`config.mk`:
```
export PLATFORM = sky130hd
export DESIGN_NAME = acr_top
export DESIGN_NICKNAME = d
export VERILOG_FILES = /design/src/shared/acr_pkg.sv /design/src/hdl/acr_tick_gen.sv /design/src/hdl/acr_top.sv
export SDC_FILE = /design/constraint.sdc
export NUM_CORES = 1
export LEC_CHECK = 0
export ABC_AREA = 1
export BUFFER_PORTS_ARGS = -buffer_cell sky130_fd_sc_hd__buf_2
export CORE_MARGIN = 2
export CORE_UTILIZATION = 57
export CTS_CLUSTER_SIZE = 10
export DETAILED_ROUTE_END_ITERATION = 12
export PLACE_DENSITY_LB_ADDON = 0.08
export SKIP_CTS_REPAIR_TIMING = 1
export SKIP_LAST_GASP = 1
export SLEW_MARGIN = 10
export SYNTH_ARGS = -nofsm -noshare
export SYNTH_HDL_FRONTEND = slang
export SYNTH_SLANG_ARGS = --single-unit
```
`constraint.sdc`:
```
create_clock -name I_CLK -period 3.8 [get_ports I_CLK]
set_clock_uncertainty 0.15 [all_clocks]
set_input_delay 0 -clock I_CLK [delete_from_list [all_inputs] [get_ports I_CLK]]
set_output_delay 0 -clock I_CLK [all_outputs]
set_load 0.02 [all_outputs]
```
`src/shared/acr_pkg.sv`:
```
// Constants for the converter control and result/compare register block.
// Assumes a 32-bit Avalon-MM slave with byte addresses and one word per register.
package acr_pkg;
    // ========================================================================
    // Register byte offsets
    localparam logic [4:0] OFS_SC1 = 5'h00;
    localparam logic [4:0] OFS_SC2 = 5'h04;
    localparam logic [4:0] OFS_RH  = 5'h08;
    localparam logic [4:0] OFS_RL  = 5'h0C;
    localparam logic [4:0] OFS_CVH = 5'h10;
    localparam logic [4:0] OFS_CVL = 5'h14;
    localparam logic [4:0] OFS_CFG = 5'h18;

    // ========================================================================
    // Field positions
    localparam int SC1_CPLT  = 7;
    localparam int SC1_CONT  = 5;
    localparam int SC2_ACT   = 7;
    localparam int SC2_TRIG  = 6;
    localparam int SC2_CMPEN = 5;
    localparam int SC2_CMPGT = 4;
    localparam int CFG_LP    = 7;
    localparam int CFG_DIV   = 5;
    localparam int CFG_LSMP  = 4;
    localparam int CFG_MODE  = 2;
    localparam int CFG_ICLK  = 0;

    // ========================================================================
    // Reset values and codes
    localparam logic [4:0] CHAN_OFF = 5'h1F;
    localparam logic [7:0] CFG_RST  = 8'h00;
    localparam logic [1:0] MODE_8   = 2'h0;
    localparam logic [1:0] MODE_10  = 2'h2;
    localparam logic [1:0] ICLK_BUS = 2'h0;
    localparam logic [1:0] ICLK_HALF = 2'h1;
    localparam logic [1:0] ICLK_ALT = 2'h2;
    localparam logic [1:0] ICLK_ASYNC = 2'h3;

    // ========================================================================
    // Conversion timing, in conversion clock ticks
    localparam logic [4:0] SAMPLE_SHORT = 5'h04;
    localparam logic [4:0] SAMPLE_LONG  = 5'h14;
    localparam logic [4:0] BITS_8       = 5'h08;
    localparam logic [4:0] BITS_10      = 5'h0A;
    // Bus cycles per tick of the stand-in internal asynchronous clock
    localparam logic [3:0] ASYNC_DIV    = 4'hA;

    // Conversion sequencer states
    typedef enum logic [2:0] {
        ST_IDLE   = 3'b001,
        ST_SAMPLE = 3'b010,
        ST_CONV   = 3'b100
    } acr_state_t;
endpackage : acr_pkg

```
`src/hdl/acr_tick_gen.sv`:
```
// Conversion clock tick generator: source select and power-of-two divide.
// Assumes the alternate clock is slow and synchronous to the bus clock.
`timescale 1ns/10ps
module acr_tick_gen (
    input  wire logic       i_clk,        // Bus clock
    input  wire logic       i_rst,        // Sync reset, high
    input  wire logic [1:0] i_clk_select, // Input clock source
    input  wire logic [1:0] i_div_select, // Divide 1/2/4/8
    input  wire logic       i_alt_clk,    // Alternate clock level
    input  wire logic       i_run,        // Conversion running
    output logic            o_tick        // One-cycle tick pulse
);
    typedef struct packed {
        logic       half;
        logic       alt_prev;
        logic [3:0] acnt;
        logic [2:0] dcnt;
        logic       tick;
    } acr_tick_t;

    acr_tick_t q;
    acr_tick_t d;
    logic      src_en;

    // ========================================================================
    // Divider terminal count for a divide select
    function automatic logic [2:0] div_limit(input logic [1:0] sel);
        div_limit = 3'((4'h1 << sel) - 4'h1);
    endfunction : div_limit

    // ========================================================================
    // Source enable, then divide; the divider restarts while idle
    always_comb begin
        d          = q;
        d.half     = ~q.half;
        d.alt_prev = i_alt_clk;
        d.acnt     = (q.acnt == acr_pkg::ASYNC_DIV - 4'h1) ? 4'h0 : q.acnt + 4'h1;
        unique case (i_clk_select)
            acr_pkg::ICLK_BUS:  src_en = 1'b1;
            acr_pkg::ICLK_HALF: src_en = q.half;
            acr_pkg::ICLK_ALT:  src_en = i_alt_clk & ~q.alt_prev;
            acr_pkg::ICLK_ASYNC: src_en = (q.acnt == 4'h0);
        endcase
        d.tick = 1'b0;
        if (!i_run) begin
            d.dcnt = 3'h0;
        end else if (src_en) begin
            if (q.dcnt == div_limit(i_div_select)) begin
                d.dcnt = 3'h0;
                d.tick = 1'b1;
            end else begin
                d.dcnt = q.dcnt + 3'h1;
            end
        end
    end

    // State register
    always_ff @(posedge i_clk) begin
        if (i_rst) begin
            q <= '0;
        end else begin
            q <= d;
        end
    end

    assign o_tick = q.tick;
endmodule : acr_tick_gen

```
`src/hdl/acr_top.sv`:
```
// Converter control, result and compare registers behind an Avalon-MM slave.
// Assumes the analog core presents a settled 10-bit code on I_CONV_DATA
// by the last conversion tick; the core itself is outside this block.
//
// Functional notes
// - Active status sets when a conversion starts, clears on completion or abort.
// - Trigger select picks software write start or hardware trigger start.
// - Compare enable turns the automatic compare function on or off.
// - Sense 0 matches result below compare value; 1 matches at or above.
// - Result high holds upper two bits; zero in 8-bit mode.
// - Result low holds lower eight bits, or whole 8-bit result.
// - Results load every conversion unless compare enabled and condition false.
// - 10-bit mode: reading result high blocks result updates until low read.
// - Results completing while blocked are discarded, never stored.
// - 8-bit mode: no interlock between result high and result low.
// - After a mode change result contents are undefined until next store.
// - Compare high bits used only in 10-bit mode, ignored in 8-bit.
// - Compare low byte is compared with lower result byte in both modes.
// - Config bit 7 selects high speed or low power.
// - Config bits 6:5 divide the input clock by 1, 2, 4 or 8.
// - Config bit 4 selects short or long sample time.
// - Mode field: 00 is 8-bit, 10 is 10-bit, others reserved.
// - Input clock: bus, bus/2, alternate or internal asynchronous clock.
// - Complete flag sets only on true compare when compare is enabled.
// - Writing status/control one aborts; starts new in software trigger mode unless channel all ones.
// - Complete flag clears on status/control one write or result low read.
`timescale 1ns/10ps
module acr_top (
    input  wire logic        I_CLK,        // Bus clock, 40 MHz
    input  wire logic        I_RST,        // Sync reset, high
    input  wire logic [4:0]  I_ADDRESS,    // Byte address
    input  wire logic        I_READ,       // Avalon read
    input  wire logic        I_WRITE,      // Avalon write
    input  wire logic [3:0]  I_BYTEENABLE, // Byte lanes
    input  wire logic [31:0] I_WRITEDATA,  // Write data
    output logic      [31:0] O_READDATA,   // Read data
    output logic             O_WAITREQUEST, // Wait, high
    input  wire logic        I_HW_TRIG,    // Hardware trigger in
    input  wire logic        I_ALT_CLK,    // Alternate clock level
    input  wire logic [9:0]  I_CONV_DATA,  // Code from analog core
    output logic      [4:0]  O_CHANNEL,    // Channel to core
    output logic             O_START,      // Start pulse to core
    output logic             O_SAMPLE,     // Sampling phase
    output logic             O_ACTIVE,     // Conversion active
    output logic             O_COMPLETE,   // Complete flag
    output logic             O_LOW_POWER,  // Low power setting
    output logic             O_LONG_SAMPLE, // Long sample setting
    output logic      [1:0]  O_MODE,       // Conversion mode field
    output logic             O_CONV_TICK   // Conversion clock tick
);
    // ========================================================================
    // State
    typedef struct packed {
        acr_pkg::acr_state_t st;
        logic [4:0]  cnt;
        logic [4:0]  chan;
        logic        cont;
        logic        cplt;
        logic        active;
        logic        sampling;
        logic        start;
        logic        trig_sel;
        logic        cmp_en;
        logic        cmp_gt;
        logic [1:0]  cvh;
        logic [7:0]  cvl;
        logic [7:0]  cfg;
        logic [9:0]  res;
        logic        lock;
        logic        trig_prev;
        logic        waitreq;
        logic [31:0] rdata;
    } acr_regs_t;

    localparam acr_regs_t REGS_RST = '{
        st:       acr_pkg::ST_IDLE,
        cnt:      5'h00,
        chan:     acr_pkg::CHAN_OFF,
        cont:     1'b0,
        cplt:     1'b0,
        active:   1'b0,
        sampling: 1'b0,
        start:    1'b0,
        trig_sel: 1'b0,
        cmp_en:   1'b0,
        cmp_gt:   1'b0,
        cvh:      2'h0,
        cvl:      8'h00,
        cfg:      acr_pkg::CFG_RST,
        res:      10'h000,
        lock:     1'b0,
        trig_prev: 1'b0,
        waitreq:  1'b1,
        rdata:    32'h0000_0000
    };

    acr_regs_t q;
    acr_regs_t d;

    logic        tick;
    logic        ten_bit;
    logic        acc;
    logic        wr;
    logic        rd;
    logic        wr_sc1;
    logic [4:0]  new_chan;
    logic        sw_start;
    logic        hw_start;
    logic        done;
    logic [9:0]  value;
    logic [9:0]  cmp_val;
    logic        store;
    logic        cplt_set;
    logic        cplt_clr;

    // ========================================================================
    // Helpers
    // Compare condition for either sense
    function automatic logic cmp_true(input logic [9:0] r,
                                      input logic [9:0] cv,
                                      input logic       gt);
        cmp_true = gt ? (r >= cv) : (r < cv);
    endfunction : cmp_true

    // Sample length in ticks
    function automatic logic [4:0] sample_len(input logic lsmp);
        sample_len = lsmp ? acr_pkg::SAMPLE_LONG : acr_pkg::SAMPLE_SHORT;
    endfunction : sample_len

    // Register read multiplexer; unmapped addresses read zero
    function automatic logic [7:0] read_mux(input acr_regs_t s,
                                            input logic [4:0] a,
                                            input logic       ten);
        unique case (a)
            acr_pkg::OFS_SC1: read_mux = {s.cplt, 1'b0, s.cont, s.chan};
            acr_pkg::OFS_SC2: read_mux = {s.active, s.trig_sel, s.cmp_en,
                                          s.cmp_gt, 4'h0};
            acr_pkg::OFS_RH:  read_mux = {6'h00, ten ? s.res[9:8] : 2'h0};
            acr_pkg::OFS_RL:  read_mux = s.res[7:0];
            acr_pkg::OFS_CVH: read_mux = {6'h00, s.cvh};
            acr_pkg::OFS_CVL: read_mux = s.cvl;
            acr_pkg::OFS_CFG: read_mux = s.cfg;
            default:          read_mux = 8'h00;
        endcase
    endfunction : read_mux

    // ========================================================================
    // Conversion clock ticks
    acr_tick_gen u_tick (
        .i_clk        (I_CLK),
        .i_rst        (I_RST),
        .i_clk_select (q.cfg[acr_pkg::CFG_ICLK +: 2]),
        .i_div_select (q.cfg[acr_pkg::CFG_DIV +: 2]),
        .i_alt_clk    (I_ALT_CLK),
        .i_run        (d.active),
        .o_tick       (tick)
    );

    // ========================================================================
    // Bus decode: every access waits one cycle, then completes
    // Reserved mode codes behave as 8-bit so the width is never ambiguous
    assign ten_bit  = (q.cfg[acr_pkg::CFG_MODE +: 2] == acr_pkg::MODE_10);
    assign acc      = (I_READ | I_WRITE) & ~q.waitreq;
    assign wr       = acc & I_WRITE & I_BYTEENABLE[0];
    assign rd       = acc & I_READ;
    assign wr_sc1   = wr & (I_ADDRESS == acr_pkg::OFS_SC1);
    assign new_chan = I_WRITEDATA[4:0];

    // Start sources
    assign sw_start = wr_sc1 & ~q.trig_sel & (new_chan != acr_pkg::CHAN_OFF);
    assign hw_start = q.trig_sel & I_HW_TRIG & ~q.trig_prev
                    & (q.chan != acr_pkg::CHAN_OFF) & (q.st == acr_pkg::ST_IDLE);

    // Completion and compare
    assign done    = (q.st == acr_pkg::ST_CONV) & tick
                   & (q.cnt == (ten_bit ? acr_pkg::BITS_10 : acr_pkg::BITS_8) - 5'h01);
    assign value   = ten_bit ? I_CONV_DATA : {2'h0, I_CONV_DATA[7:0]};
    assign cmp_val = ten_bit ? {q.cvh, q.cvl} : {2'h0, q.cvl};
    assign store   = done & (~q.cmp_en | cmp_true(value, cmp_val, q.cmp_gt));
    assign cplt_set = store;
    assign cplt_clr = wr_sc1 | (rd & (I_ADDRESS == acr_pkg::OFS_RL));

    // ========================================================================
    // Next-state logic
    always_comb begin
        d           = q;
        d.start     = 1'b0;
        d.trig_prev = I_HW_TRIG;

        // One wait cycle per access; read data snapshot taken with it
        d.waitreq = ~((I_READ | I_WRITE) & q.waitreq);
        if ((I_READ | I_WRITE) & q.waitreq) begin
            d.rdata = {24'h000000, read_mux(q, I_ADDRESS, ten_bit)};
        end

        // Sequencer
        unique case (q.st)
            acr_pkg::ST_IDLE: begin
                if (hw_start) begin
                    d.st       = acr_pkg::ST_SAMPLE;
                    d.cnt      = 5'h00;
                    d.active   = 1'b1;
                    d.sampling = 1'b1;
                    d.start    = 1'b1;
                end
            end
            acr_pkg::ST_SAMPLE: begin
                if (tick) begin
                    if (q.cnt == sample_len(q.cfg[acr_pkg::CFG_LSMP]) - 5'h01) begin
                        d.st       = acr_pkg::ST_CONV;
                        d.cnt      = 5'h00;
                        d.sampling = 1'b0;
                    end else begin
                        d.cnt = q.cnt + 5'h01;
                    end
                end
            end
            acr_pkg::ST_CONV: begin
                if (done) begin
                    // Continuous mode re-arms at once
                    if (q.cont & (q.chan != acr_pkg::CHAN_OFF)) begin
                        d.st       = acr_pkg::ST_SAMPLE;
                        d.sampling = 1'b1;
                        d.start    = 1'b1;
                    end else begin
                        d.st     = acr_pkg::ST_IDLE;
                        d.active = 1'b0;
                    end
                    d.cnt = 5'h00;
                end else if (tick) begin
                    d.cnt = q.cnt + 5'h01;
                end
            end
            default: begin
                d.st     = acr_pkg::ST_IDLE;
                d.active = 1'b0;
            end
        endcase

        // Result store; a held interlock drops the new code
        if (store & ~q.lock) begin
            d.res = value;
        end

        // Writing control one aborts, then restarts by software trigger
        if (wr_sc1) begin
            d.chan     = new_chan;
            d.cont     = I_WRITEDATA[acr_pkg::SC1_CONT];
            d.st       = acr_pkg::ST_IDLE;
            d.active   = 1'b0;
            d.sampling = 1'b0;
            d.start    = 1'b0;
            d.cnt      = 5'h00;
            if (sw_start) begin
                d.st       = acr_pkg::ST_SAMPLE;
                d.active   = 1'b1;
                d.sampling = 1'b1;
                d.start    = 1'b1;
            end
        end

        // Other writable registers; active bit is never written
        if (wr) begin
            unique case (I_ADDRESS)
                acr_pkg::OFS_SC2: begin
                    d.trig_sel = I_WRITEDATA[acr_pkg::SC2_TRIG];
                    d.cmp_en   = I_WRITEDATA[acr_pkg::SC2_CMPEN];
                    d.cmp_gt   = I_WRITEDATA[acr_pkg::SC2_CMPGT];
                end
                acr_pkg::OFS_CVH: d.cvh = I_WRITEDATA[1:0];
                acr_pkg::OFS_CVL: d.cvl = I_WRITEDATA[7:0];
                acr_pkg::OFS_CFG: d.cfg = I_WRITEDATA[7:0];
                default: ;
            endcase
        end

        // Interlock: result high read locks, result low read frees
        if (rd & (I_ADDRESS == acr_pkg::OFS_RH) & ten_bit) begin
            d.lock = 1'b1;
        end
        if (rd & (I_ADDRESS == acr_pkg::OFS_RL)) begin
            d.lock = 1'b0;
        end
        if (!ten_bit) begin
            d.lock = 1'b0;
        end

        // Complete flag: a set in the clearing cycle wins
        d.cplt = cplt_set | (q.cplt & ~cplt_clr);
    end

    // ========================================================================
    // State register
    always_ff @(posedge I_CLK) begin
        if (I_RST) begin
            q <= REGS_RST;
        end else begin
            q <= d;
        end
    end

    // ========================================================================
    // Outputs, all straight from flops
    assign O_READDATA    = q.rdata;
    assign O_WAITREQUEST = q.waitreq;
    assign O_CHANNEL     = q.chan;
    assign O_START       = q.start;
    assign O_SAMPLE      = q.sampling;
    assign O_ACTIVE      = q.active;
    assign O_COMPLETE    = q.cplt;
    assign O_LOW_POWER   = q.cfg[acr_pkg::CFG_LP];
    assign O_LONG_SAMPLE = q.cfg[acr_pkg::CFG_LSMP];
    assign O_MODE        = q.cfg[acr_pkg::CFG_MODE +: 2];
    assign O_CONV_TICK   = tick;
endmodule : acr_top

```
Word-level counts from Yosys, hierarchy flattened
Index checks and enable logic that the tools add are counted.

operators by class
  add/subtract/negate cells = 6
  reduce and logical (&&, ||, !) cells = 17
  magnitude comparators = 2
  muxes and demuxes = 33
  equality and inequality tests = 27
  shift operators = 1
  bitwise gates (word level) = 38

operator list
  kind                                                   count
  one-hot mux 8 bit (7 select lines)                     1
  bitwise AND 1 bit                                      22
  two-way mux 3 bit                                      7
  two-way mux 10 bit                                     2
  two-way mux 5 bit                                      4
  two-way mux 8 bit                                      2
  == test 5 bit, second input constant                   3
  one-hot mux 5 bit (3 select lines)                     1
  two-way mux 14 bit                                     1
  inverter 1 bit                                         12
  == test 5 x 4 -> 1 bit, second input constant          2
  == test 5 bit                                          2
  greater-or-equal comparator 10 bit                     1
  less-than comparator 10 bit                            1
  two-way mux 2 bit                                      5
  inequality test 5 bit, second input constant           2
  inequality test 3 x 2 -> 1 bit, second input constant  3
  inequality test 3 bit, second input constant           3
  one-hot mux 3 bit (3 select lines)                     1
  AND reduction 2 bit                                    4
  AND reduction 4 bit                                    2
  == test 2 bit, second input constant                   3
  one-hot mux 1 bit (3 select lines)                     2
  AND reduction 6 bit                                    1
  27 further kinds                                       37

word-level totals
  word-level logic and storage cells = 148
  bits of input ports = 57
  output and inout bits = 47
  register bits after elaboration = 70

Longest topological paths before layout
Gate-level depths: netlist of run 1.

  word-level depth = 11
  mapped depth = 17
  gate-level depth less buffers = 17

Cells and area by module
A second synthesis of run 1 with hierarchy kept.

second synthesis, totals
  cell total of the unflattened synthesis = 590
  area total of the unflattened synthesis = 4,075.2 µm²

modules (own cells, without submodules)
  module        cells each  area each (µm²)  seq. area each (µm²)  times used
  acr_top       512         3,524.6          1,201.2               1
  acr_tick_gen  78          550.5            200.2                 1

Worst setup path after synthesis of run 1
Ideal clock, no wire load.

  path kind = reg-to-reg
  start point = register q, in the netlist O_MODE[0]
  end point = register q[40] (netlist bit)
  arrival time = 1.842 ns
  library setup time = 0.110 ns
  period minus slack after synthesis = 2.102 ns
  path buffers = 1
  setup slack = 1.698 ns
  cell stages (with the launch flop) = 18
  data required time = 3.540 ns
  cell sequence = dfxtp_1 -> inv_1 -> nand2_1 -> inv_1 -> nand2_1 -> inv_1 -> ha_1 -> nand2_1 -> inv_1 -> a21oi_1 -> nand4_1 -> nand2_1 -> inv_1 -> nand2_1 -> buf_2 -> nand4_1 -> nand2_1 -> nor2_1

between the ends
  cells in the longest elaborated chain, start to end = 7
  elaborated cells between the ends (all ways) = 13
  classes of those cells = add/sub (1); order compare (2); eq/ne (2); mux (4); bitwise (4)

RTL lines
  element                                                                            RTL line        RTL
  start: declaration                                                                 acr_top.sv:97   acr_regs_t q;
  start signal: assignment                                                           acr_top.sv:296  q <= REGS_RST;
  start signal: assignment                                                           acr_top.sv:298  q <= d;
  == test 2 bit (*)                                                                  acr_top.sv:162  assign ten_bit = (q.cfg[acr_pkg::CFG_MODE +: 2] == acr_pkg::MODE_10);
  two-way mux 10 bit (*)                                                             acr_top.sv:177  assign value = ten_bit ? I_CONV_DATA : {2'h0, I_CONV_DATA[7:0]};
  named net value[9]                                                                 acr_top.sv:110  logic [9:0] value;
  less-than comparator 10 bit or greater-or-equal comparator 10 bit (tied branches)  acr_top.sv:122  cmp_true = gt ? (r >= cv) : (r < cv);
  two-way mux 1 bit (*)                                                              acr_top.sv:122
  OR 1 bit (*)                                                                       acr_top.sv:179  assign store = done & (~q.cmp_en | cmp_true(value, cmp_val, q.cmp_gt));
  bitwise AND 1 bit (*)                                                              acr_top.sv:179
  bitwise AND 1 bit (*)                                                              acr_top.sv:241  if (store & ~q.lock) begin

Mark *: on every way through the listed nets, which the timed path passes. The rest lies on a longest branch.
A chain may end at the register's enable or synchronous reset.

Worst setup path in the final report of run 1
  start point = register q, in the netlist O_MODE[0]
  end point = register q[38] (netlist bit)

The elaborated chain is that of the path after synthesis.

==> reports/metrics.cfg, run 1 <==
[synth]
synth_common_cells = nand2_1 (116), inv_1 (86), dfxtp_1 (70), nor2_1 (56), buf_4 (39)
yosysTopAreaCell = dfxtp_1
post_synth_num_cell_types = 38
synthArstFlopShare_pct = 0
ys.flop_type = dfxtp_1
ys_ff_latch = 70
synthTopCellsByArea = dfxtp_1 (35%), nand2_1 (11%), inv_1 (8.1%)
synth-edff-count = 0
ys_seq_area_share_pct = 35.07
ys_warn_count = 0
synth_top_area_share_pct = 35.07
synth.avg_cell_area_um2 = 6.950
synthCells = 575
syn_area_um2 = 3996
yosysMostFrequentCell = nand2_1

[sta]
period_share_pct = 74.87
tightestPinTransition_ps = 790.6
slew_viol_final = 0
final-setup-viol-count = 0
fin_setup_tns_ps = 0
rsz0062_at_grt = false
slew_headroom_pct = 47.24
hold_ws_ps = -10.13
period_minus_slack_ps = 2845
clock.fmax_ghz = 0.3515
finalHoldViolations = 6

[route]
drc = 0
drtPass1Iterations = 5
ant_nets = 0
viasPerCell = 5.058
wl_um = 10030
drt_first_iter_violations = 211
dr_total_vias = 3728
wl_per_cell_um = 13.61

[critical_path]
cp.required_ps = 3940
startpoint_type = flip-flop
r2r_slack_ps = 950
worstSetupEndpointType = flip-flop
critPathMaxFanout = 12
reg2reg_from = O_MODE[0]
r2r-end = q[38]
crit_arrival_ps = 2990
critPathKind = flip-flop to flip-flop
r2r_cells = 16

[cts]
clkSinkCount = 70
cts_tree = yes
path_clk_slew_ps = 80
cts_htree_levels = 3
numCtsBuffers = 9
clk_path_buf_depth = 2
clkLatencyLatePin_ps = 360
cts-root-buf = clkbuf_8

[floorplanning]
num_rows = 30
start_util_pct = 58.82
die_h_um = 87.73
core-area_um2 = 6794
num_io_pins = 104
die_width_um = 87.73
die_area_um2 = 7697

[global_route]
antenna_found_initial = 0
grt_pass1_vias = 3204
grt_start_max_net_pins = 28
grt_usage_pct = 26.43
grt_remaining_overflow = 0
grt_pass1_wl_um = 15540

[power_and_ir_drop]
leakagePower_nw = 2.090
finalPower_mw = 1.427
peakVddDrop_mv = 0.2381
powerDensity_nw_per_um2 = 313.9

[worst_hold_path]
hp-start = I_WRITE
hold_end = O_READDATA[4]
hp-class = primary input to flip-flop
min_delay_path_depth = 4

[placement]
place_area_um2 = 4131
port_buffers = 52
dp_hpwl_um = 7427
place_congestion = 0.8964

[layout]
fillerInstances = 632
final_cell_area_um2 = 4546
nets = 708
n_antenna_cell = 0
drive_above_1_share_pct = 15.60
utilization_pct = 66.91
area_growth_pct = 13.74

[outcome]
violations = negative hold slack
status = complete, but fails checks

[flow_run]
maxCapViolations = 0

## cells in the final DEF, fill, tap and decap left out, types with 3 or more instances in the layout
cell           count
nor2_4             3
dlygate4sd3_1     24
xor2_1             6
nand3_1           23
a21oi_1           36
nand2_2            3
nor2_1            56
clkbuf_8           9
buf_2             52
o211ai_1           5
ha_1              15
inv_1             86
o21ai_0           34
dfxtp_1           70
nand2_1          116
nand4_1           20
clkinvlp_4         3
nor3_1             3
nand3_2            5
conb_1            24
inv_2              9
o21ai_1           13
## per-stage QoR
stage	worst slack, ps	std cells	hold slack, ps
finish	954.9	737	-10.13
detailed placement	1017	697	80.43
global placement	1084	697	64.44
floorplan	1698	598	-25.13
global route	623.8	737	33.25
CTS	986.8	713	-284.4
## logic make-up after synthesis
| group | after synthesis | synth area share [%] |
|---|---|---|
| DFF | 70 | 35.07 |
| buffers and inverters | 147 | 17.66 |
| other | 1 | 0.09384 |
| AOI/OAI and AO/OA | 96 | 13.06 |
| adders and majority gates | 15 | 4.696 |
| and+or+nand+nor | 238 | 27.68 |
| xor gates and xnor gates | 8 | 1.753 |
## area by class of cell
| cell class | instances | area [µm²] | share of cell area (%) |
|---|---|---|---|
| Timing Repair Buffer | 77 | 508.0 | 11.18 |
| Clock inverter | 7 | 50.05 | 1.101 |
| Sequential cell | 70 | 1401 | 30.83 |
| Multi-Input combinational cell | 381 | 1976 | 43.46 |
| Clock buffer | 9 | 123.9 | 2.725 |
| Tap cell | 96 | 120.1 | 2.642 |
| Inverter | 97 | 366.6 | 8.065 |
## how the worst max path moves through the flow
stage	startpoint	to	slack (ps)	cells after the start
3_5_place_dp	O_MODE[0]	q[38]	1020	16
4_1_cts	O_MODE[0]	q[38]	990	16
2_1_floorplan	O_MODE[0]	q[40]	1700	17
5_1_grt	O_MODE[0]	q[38]	620	16
6_report	O_MODE[0]	q[38]	950	16
3_3_place_gp	O_MODE[0]	q[40]	1080	16
## worst max-delay path, cell delays in order (launching register included)
cell and delay [ps]:
dfxtp_1 370, inv_1 70, nand2_1 160, inv_1 130
nand2_1 100, inv_1 50, ha_1 290, nand2_1 70
nor2_1 180, nand3_1 120, nand4_1 120, nand2_1 50
nand2_1 330, nand3_2 310, nand2_1 130, inv_1 40
nor2_1 100
## routing by layer
| metal | vias to the layer above | track usage (%) | wire (µm) |
|---|---|---|---|
| li1 | 1896 | - | - |
| met1 | 1679 | 36.08 | 4595 |
| met2 | 142 | 43.46 | 4740 |
| met3 | 11 | 3.487 | 572 |
| met4 | 0 | 8.531 | 125 |
| met5 | - | 0 | 0 |
## registers in the layout (all words and copies together) (netlist names), 2 cells and up
| name | flops |
|---|---|
| q | 38 |
| O_MODE | 2 |
| O_READDATA | 8 |
| u_tick.q | 9 |
| O_CHANNEL | 5 |
## power breakdown
part	switching (mW)	internal, mW
clock network	0.308	0.237
registers	0.00507	0.740
logic	0.0884	0.0484
Power figures use the tool's default switching activity.
==> inputs of run 2 (changes only) <==
--- a/config.mk
+++ b/config.mk
@@ -5,10 +5,10 @@
 export SDC_FILE = /design/constraint.sdc
 export NUM_CORES = 1
 export LEC_CHECK = 0
-export ABC_AREA = 1
+export ABC_AREA = 0
 export BUFFER_PORTS_ARGS = -buffer_cell sky130_fd_sc_hd__buf_2
 export CORE_MARGIN = 2
-export CORE_UTILIZATION = 57
+export CORE_UTILIZATION = 53
 export CTS_CLUSTER_SIZE = 10
 export DETAILED_ROUTE_END_ITERATION = 12
 export PLACE_DENSITY_LB_ADDON = 0.08
==> constraint.sdc (replaced) <==
create_clock -name I_CLK -period 2.8 [get_ports I_CLK]
set_clock_uncertainty 0.15 [all_clocks]
set_input_delay 0 -clock I_CLK [delete_from_list [all_inputs] [get_ports I_CLK]]
set_output_delay 0 -clock I_CLK [all_outputs]
set_load 0.02 [all_outputs]
==> reports/metrics.cfg, run 2 <==
[outcome]
status = complete, but fails checks
violations = negative hold slack

[cts]
cts_tree = yes
cts-root-buf = clkbuf_8
clkLatencyLatePin_ps = 360  ; about the same
clk_path_buf_depth = 2  ; unchanged
numCtsBuffers = 9  ; unchanged
clkSinkCount = 70  ; unchanged
cts_htree_levels = 3  ; unchanged
path_clk_slew_ps = 70  ; about the same

[floorplanning]
die_area_um2 = 8113  ; +5.4%
die_h_um = 90.07  ; +2.7%
start_util_pct = 54.42  ; -4.4 points
die_width_um = 90.07  ; +2.7%
core-area_um2 = 7214  ; +6.2%
num_rows = 31  ; +3.3%
num_io_pins = 104  ; unchanged

[sta]
clock.fmax_ghz = 0.3650  ; +3.8%
period_minus_slack_ps = 2740  ; -105.4 ps
worst_slack_ps = 60.25  ; -894.6 ps
final-setup-viol-count = 0  ; unchanged
finalHoldViolations = 1  ; -5
tightestPinTransition_ps = 687.9  ; -102.7 ps
slew_headroom_pct = 53.79  ; +6.6 points
hold_ws_ps = -4.370  ; +5.765 ps
slew_viol_final = 0  ; unchanged
period_share_pct = 97.85  ; +23 points

[layout]
largest_register_ffs = 38  ; unchanged
utilization_pct = 64.03  ; -2.9 points
layout.cells.non_filler = 642  ; -13%
top_register = q
n_antenna_cell = 0  ; unchanged
final_common_cell = dfxtp_1
final_cell_area_um2 = 4619  ; +1.6%
area_growth_pct = 17.65
mostFrequentLayoutCells = dfxtp_1 (68), nand2_1 (55), buf_2 (52)
drive_above_1_share_pct = 20.44  ; +4.8 points
nets = 611  ; -14%

[critical_path]
reg2reg_from = O_MODE[0]
critPathMaxFanout = 6  ; -6
startpoint_type = flip-flop
worstSetupEndpointType = flip-flop
max_stage_delay_ps = 320  ; -50 ps
r2r-end = q[38]
crit_arrival_ps = 2810  ; -180 ps
cp.required_ps = 2870  ; -1070 ps
cpMaxStageDelayCell = dfxtp_2
cp_cell_sequence = and2b_2, buf_6, nand2_2, ha_4, nand4_1, o311ai_2, buf_4, nand4_1, mux2i_1, buf_4, mux2i_1, nor2_1
r2r_cells = 12  ; -4
r2r_slack_ps = 60  ; -890 ps
critPathKind = flip-flop to flip-flop

[worst_hold_path]
hold_end = q[34]
hp-start = I_ADDRESS[0]
hp-class = primary input to flip-flop
min_delay_path_depth = 4  ; unchanged

[global_route]
grt_pass1_vias = 3186  ; -0.56%
grt_remaining_overflow = 0  ; unchanged
grt_pass1_wl_um = 16210  ; +4.3%
grt_usage_pct = 24.69  ; -1.7 points
antenna_found_initial = 0  ; unchanged
grt_start_max_net_pins = 54  ; +93%

[synth]
synth_top_area_share_pct = 35.69  ; +0.63 points
synthArstFlopShare_pct = 0  ; unchanged
post_synth_num_cell_types = 64  ; +68%
synth.avg_cell_area_um2 = 8.336  ; +20%
yosysMostFrequentCell = dfxtp_1
yosysTopAreaCell = dfxtp_1
synth-edff-count = 0  ; unchanged
ys_seq_area_share_pct = 35.69  ; +0.63 points
synthTopCellsByArea = dfxtp_1 (36%), buf_4 (7.8%), a21oi_1 (6.1%)
ys_warn_count = 0  ; unchanged
synth_common_cells = dfxtp_1 (70), nand2_1 (56), a21oi_1 (48), nor2_1 (42), buf_4 (41)
synthCells = 471  ; -18%
ys_ff_latch = 70  ; unchanged
syn_area_um2 = 3926  ; -1.8%
ys.flop_type = dfxtp_1

[power_and_ir_drop]
leakagePower_nw = 1.825  ; -13%
powerDensity_nw_per_um2 = 498.4  ; +59%
peakVddDrop_mv = 0.2565  ; +7.7%

[route]
viasPerCell = 5.590  ; +11%
drc = 0  ; unchanged
wl_um = 10560  ; +5.2%
drt_first_iter_violations = 319  ; +51%
ant_nets = 0  ; unchanged
drtPass1Iterations = 8  ; +3
wl_per_cell_um = 16.44  ; +21%
dr_total_vias = 3589  ; -3.7%

[placement]
place_congestion = 0.9199  ; +2.6%
dp_hpwl_um = 7244  ; -2.5%
port_buffers = 52  ; unchanged
place_ws_ps = 57.06  ; -959.6 ps
place_area_um2 = 4111  ; -0.48%
dp.cells = 603  ; -13%

[flow_run]
maxCapViolations = 0  ; unchanged

-- run 2: kinds of logic after synthesis --
| group | Yosys count | share of synthesized area (%) |
|---|---|---|
| AOI/OAI and AO/OA | 101 | 17.21 |
| xor gates and xnor gates | 5 | 1.115 |
| adders and majority gates | 15 | 4.780 |
| buffers and inverters | 72 | 11.47 |
| DFF | 70 | 35.69 |
| muxes | 14 | 3.633 |
| other | 1 | 0.09551 |
| and+or+nand+nor | 193 | 26.00 |
-- run 2: layer usage --
layer	global-route usage [%]	share of wire [%]
met4	7.821	1.8
met1	35.24	44
met3	4.107	6.8
met2	38.10	47
met5	0	0
-- run 2: report_power, final --
group / internal [mW] / total, mW / switching (mW)
combinational: 0.121 / 0.313 / 0.192
clock: 0.546 / 0.941 / 0.395
sequential: 1.02 / 1.05 / 0.0288
total: 1.69 / 2.30 / 0.615
-- run 2: per-stage QoR --
stage / power, mW / TNS, ps
after floorplan: 1.292 / 0
after global placement: 1.350 / 0
after detailed placement: 1.351 / 0
after CTS: 2.269 / 0
after global routing: 2.394 / -527.8
final: 2.303 / 0
-- run 2: layout make-up --
cell class	count	area, µm²
repair buffers	90	604.3
inverters	16	60.06
clock buffers	12	155.1
fillers	626	2595
multi-input cells	352	2205
clock inverters	3	67.56
well taps	99	123.9
flip-flops and latches	70	1404
-- run 2: worst max path at each step --
stage,slack (ps),depth (start not counted),start,endpoint
2_1_floorplan,240,10,O_MODE[0],q[35]
3_3_place_gp,80,11,O_MODE[0],q[37]
3_5_place_dp,60,11,O_MODE[0],q[38]
4_1_cts,8,12,O_MODE[1],q[42]
5_1_grt,-90,12,O_MODE[0],q[43]
6_report,60,12,O_MODE[0],q[38]
-- run 2: critical path, delay by kind of cell (launching register included) --
family	cells	cell delay, ps
AND/OR/NAND/NOR	5	680
multiplexers	2	430
AO/OA/AOI/OAI	1	250
buffers and inverters	3	480
adder cells (fa/ha/maj)	1	280
flip-flops	1	320
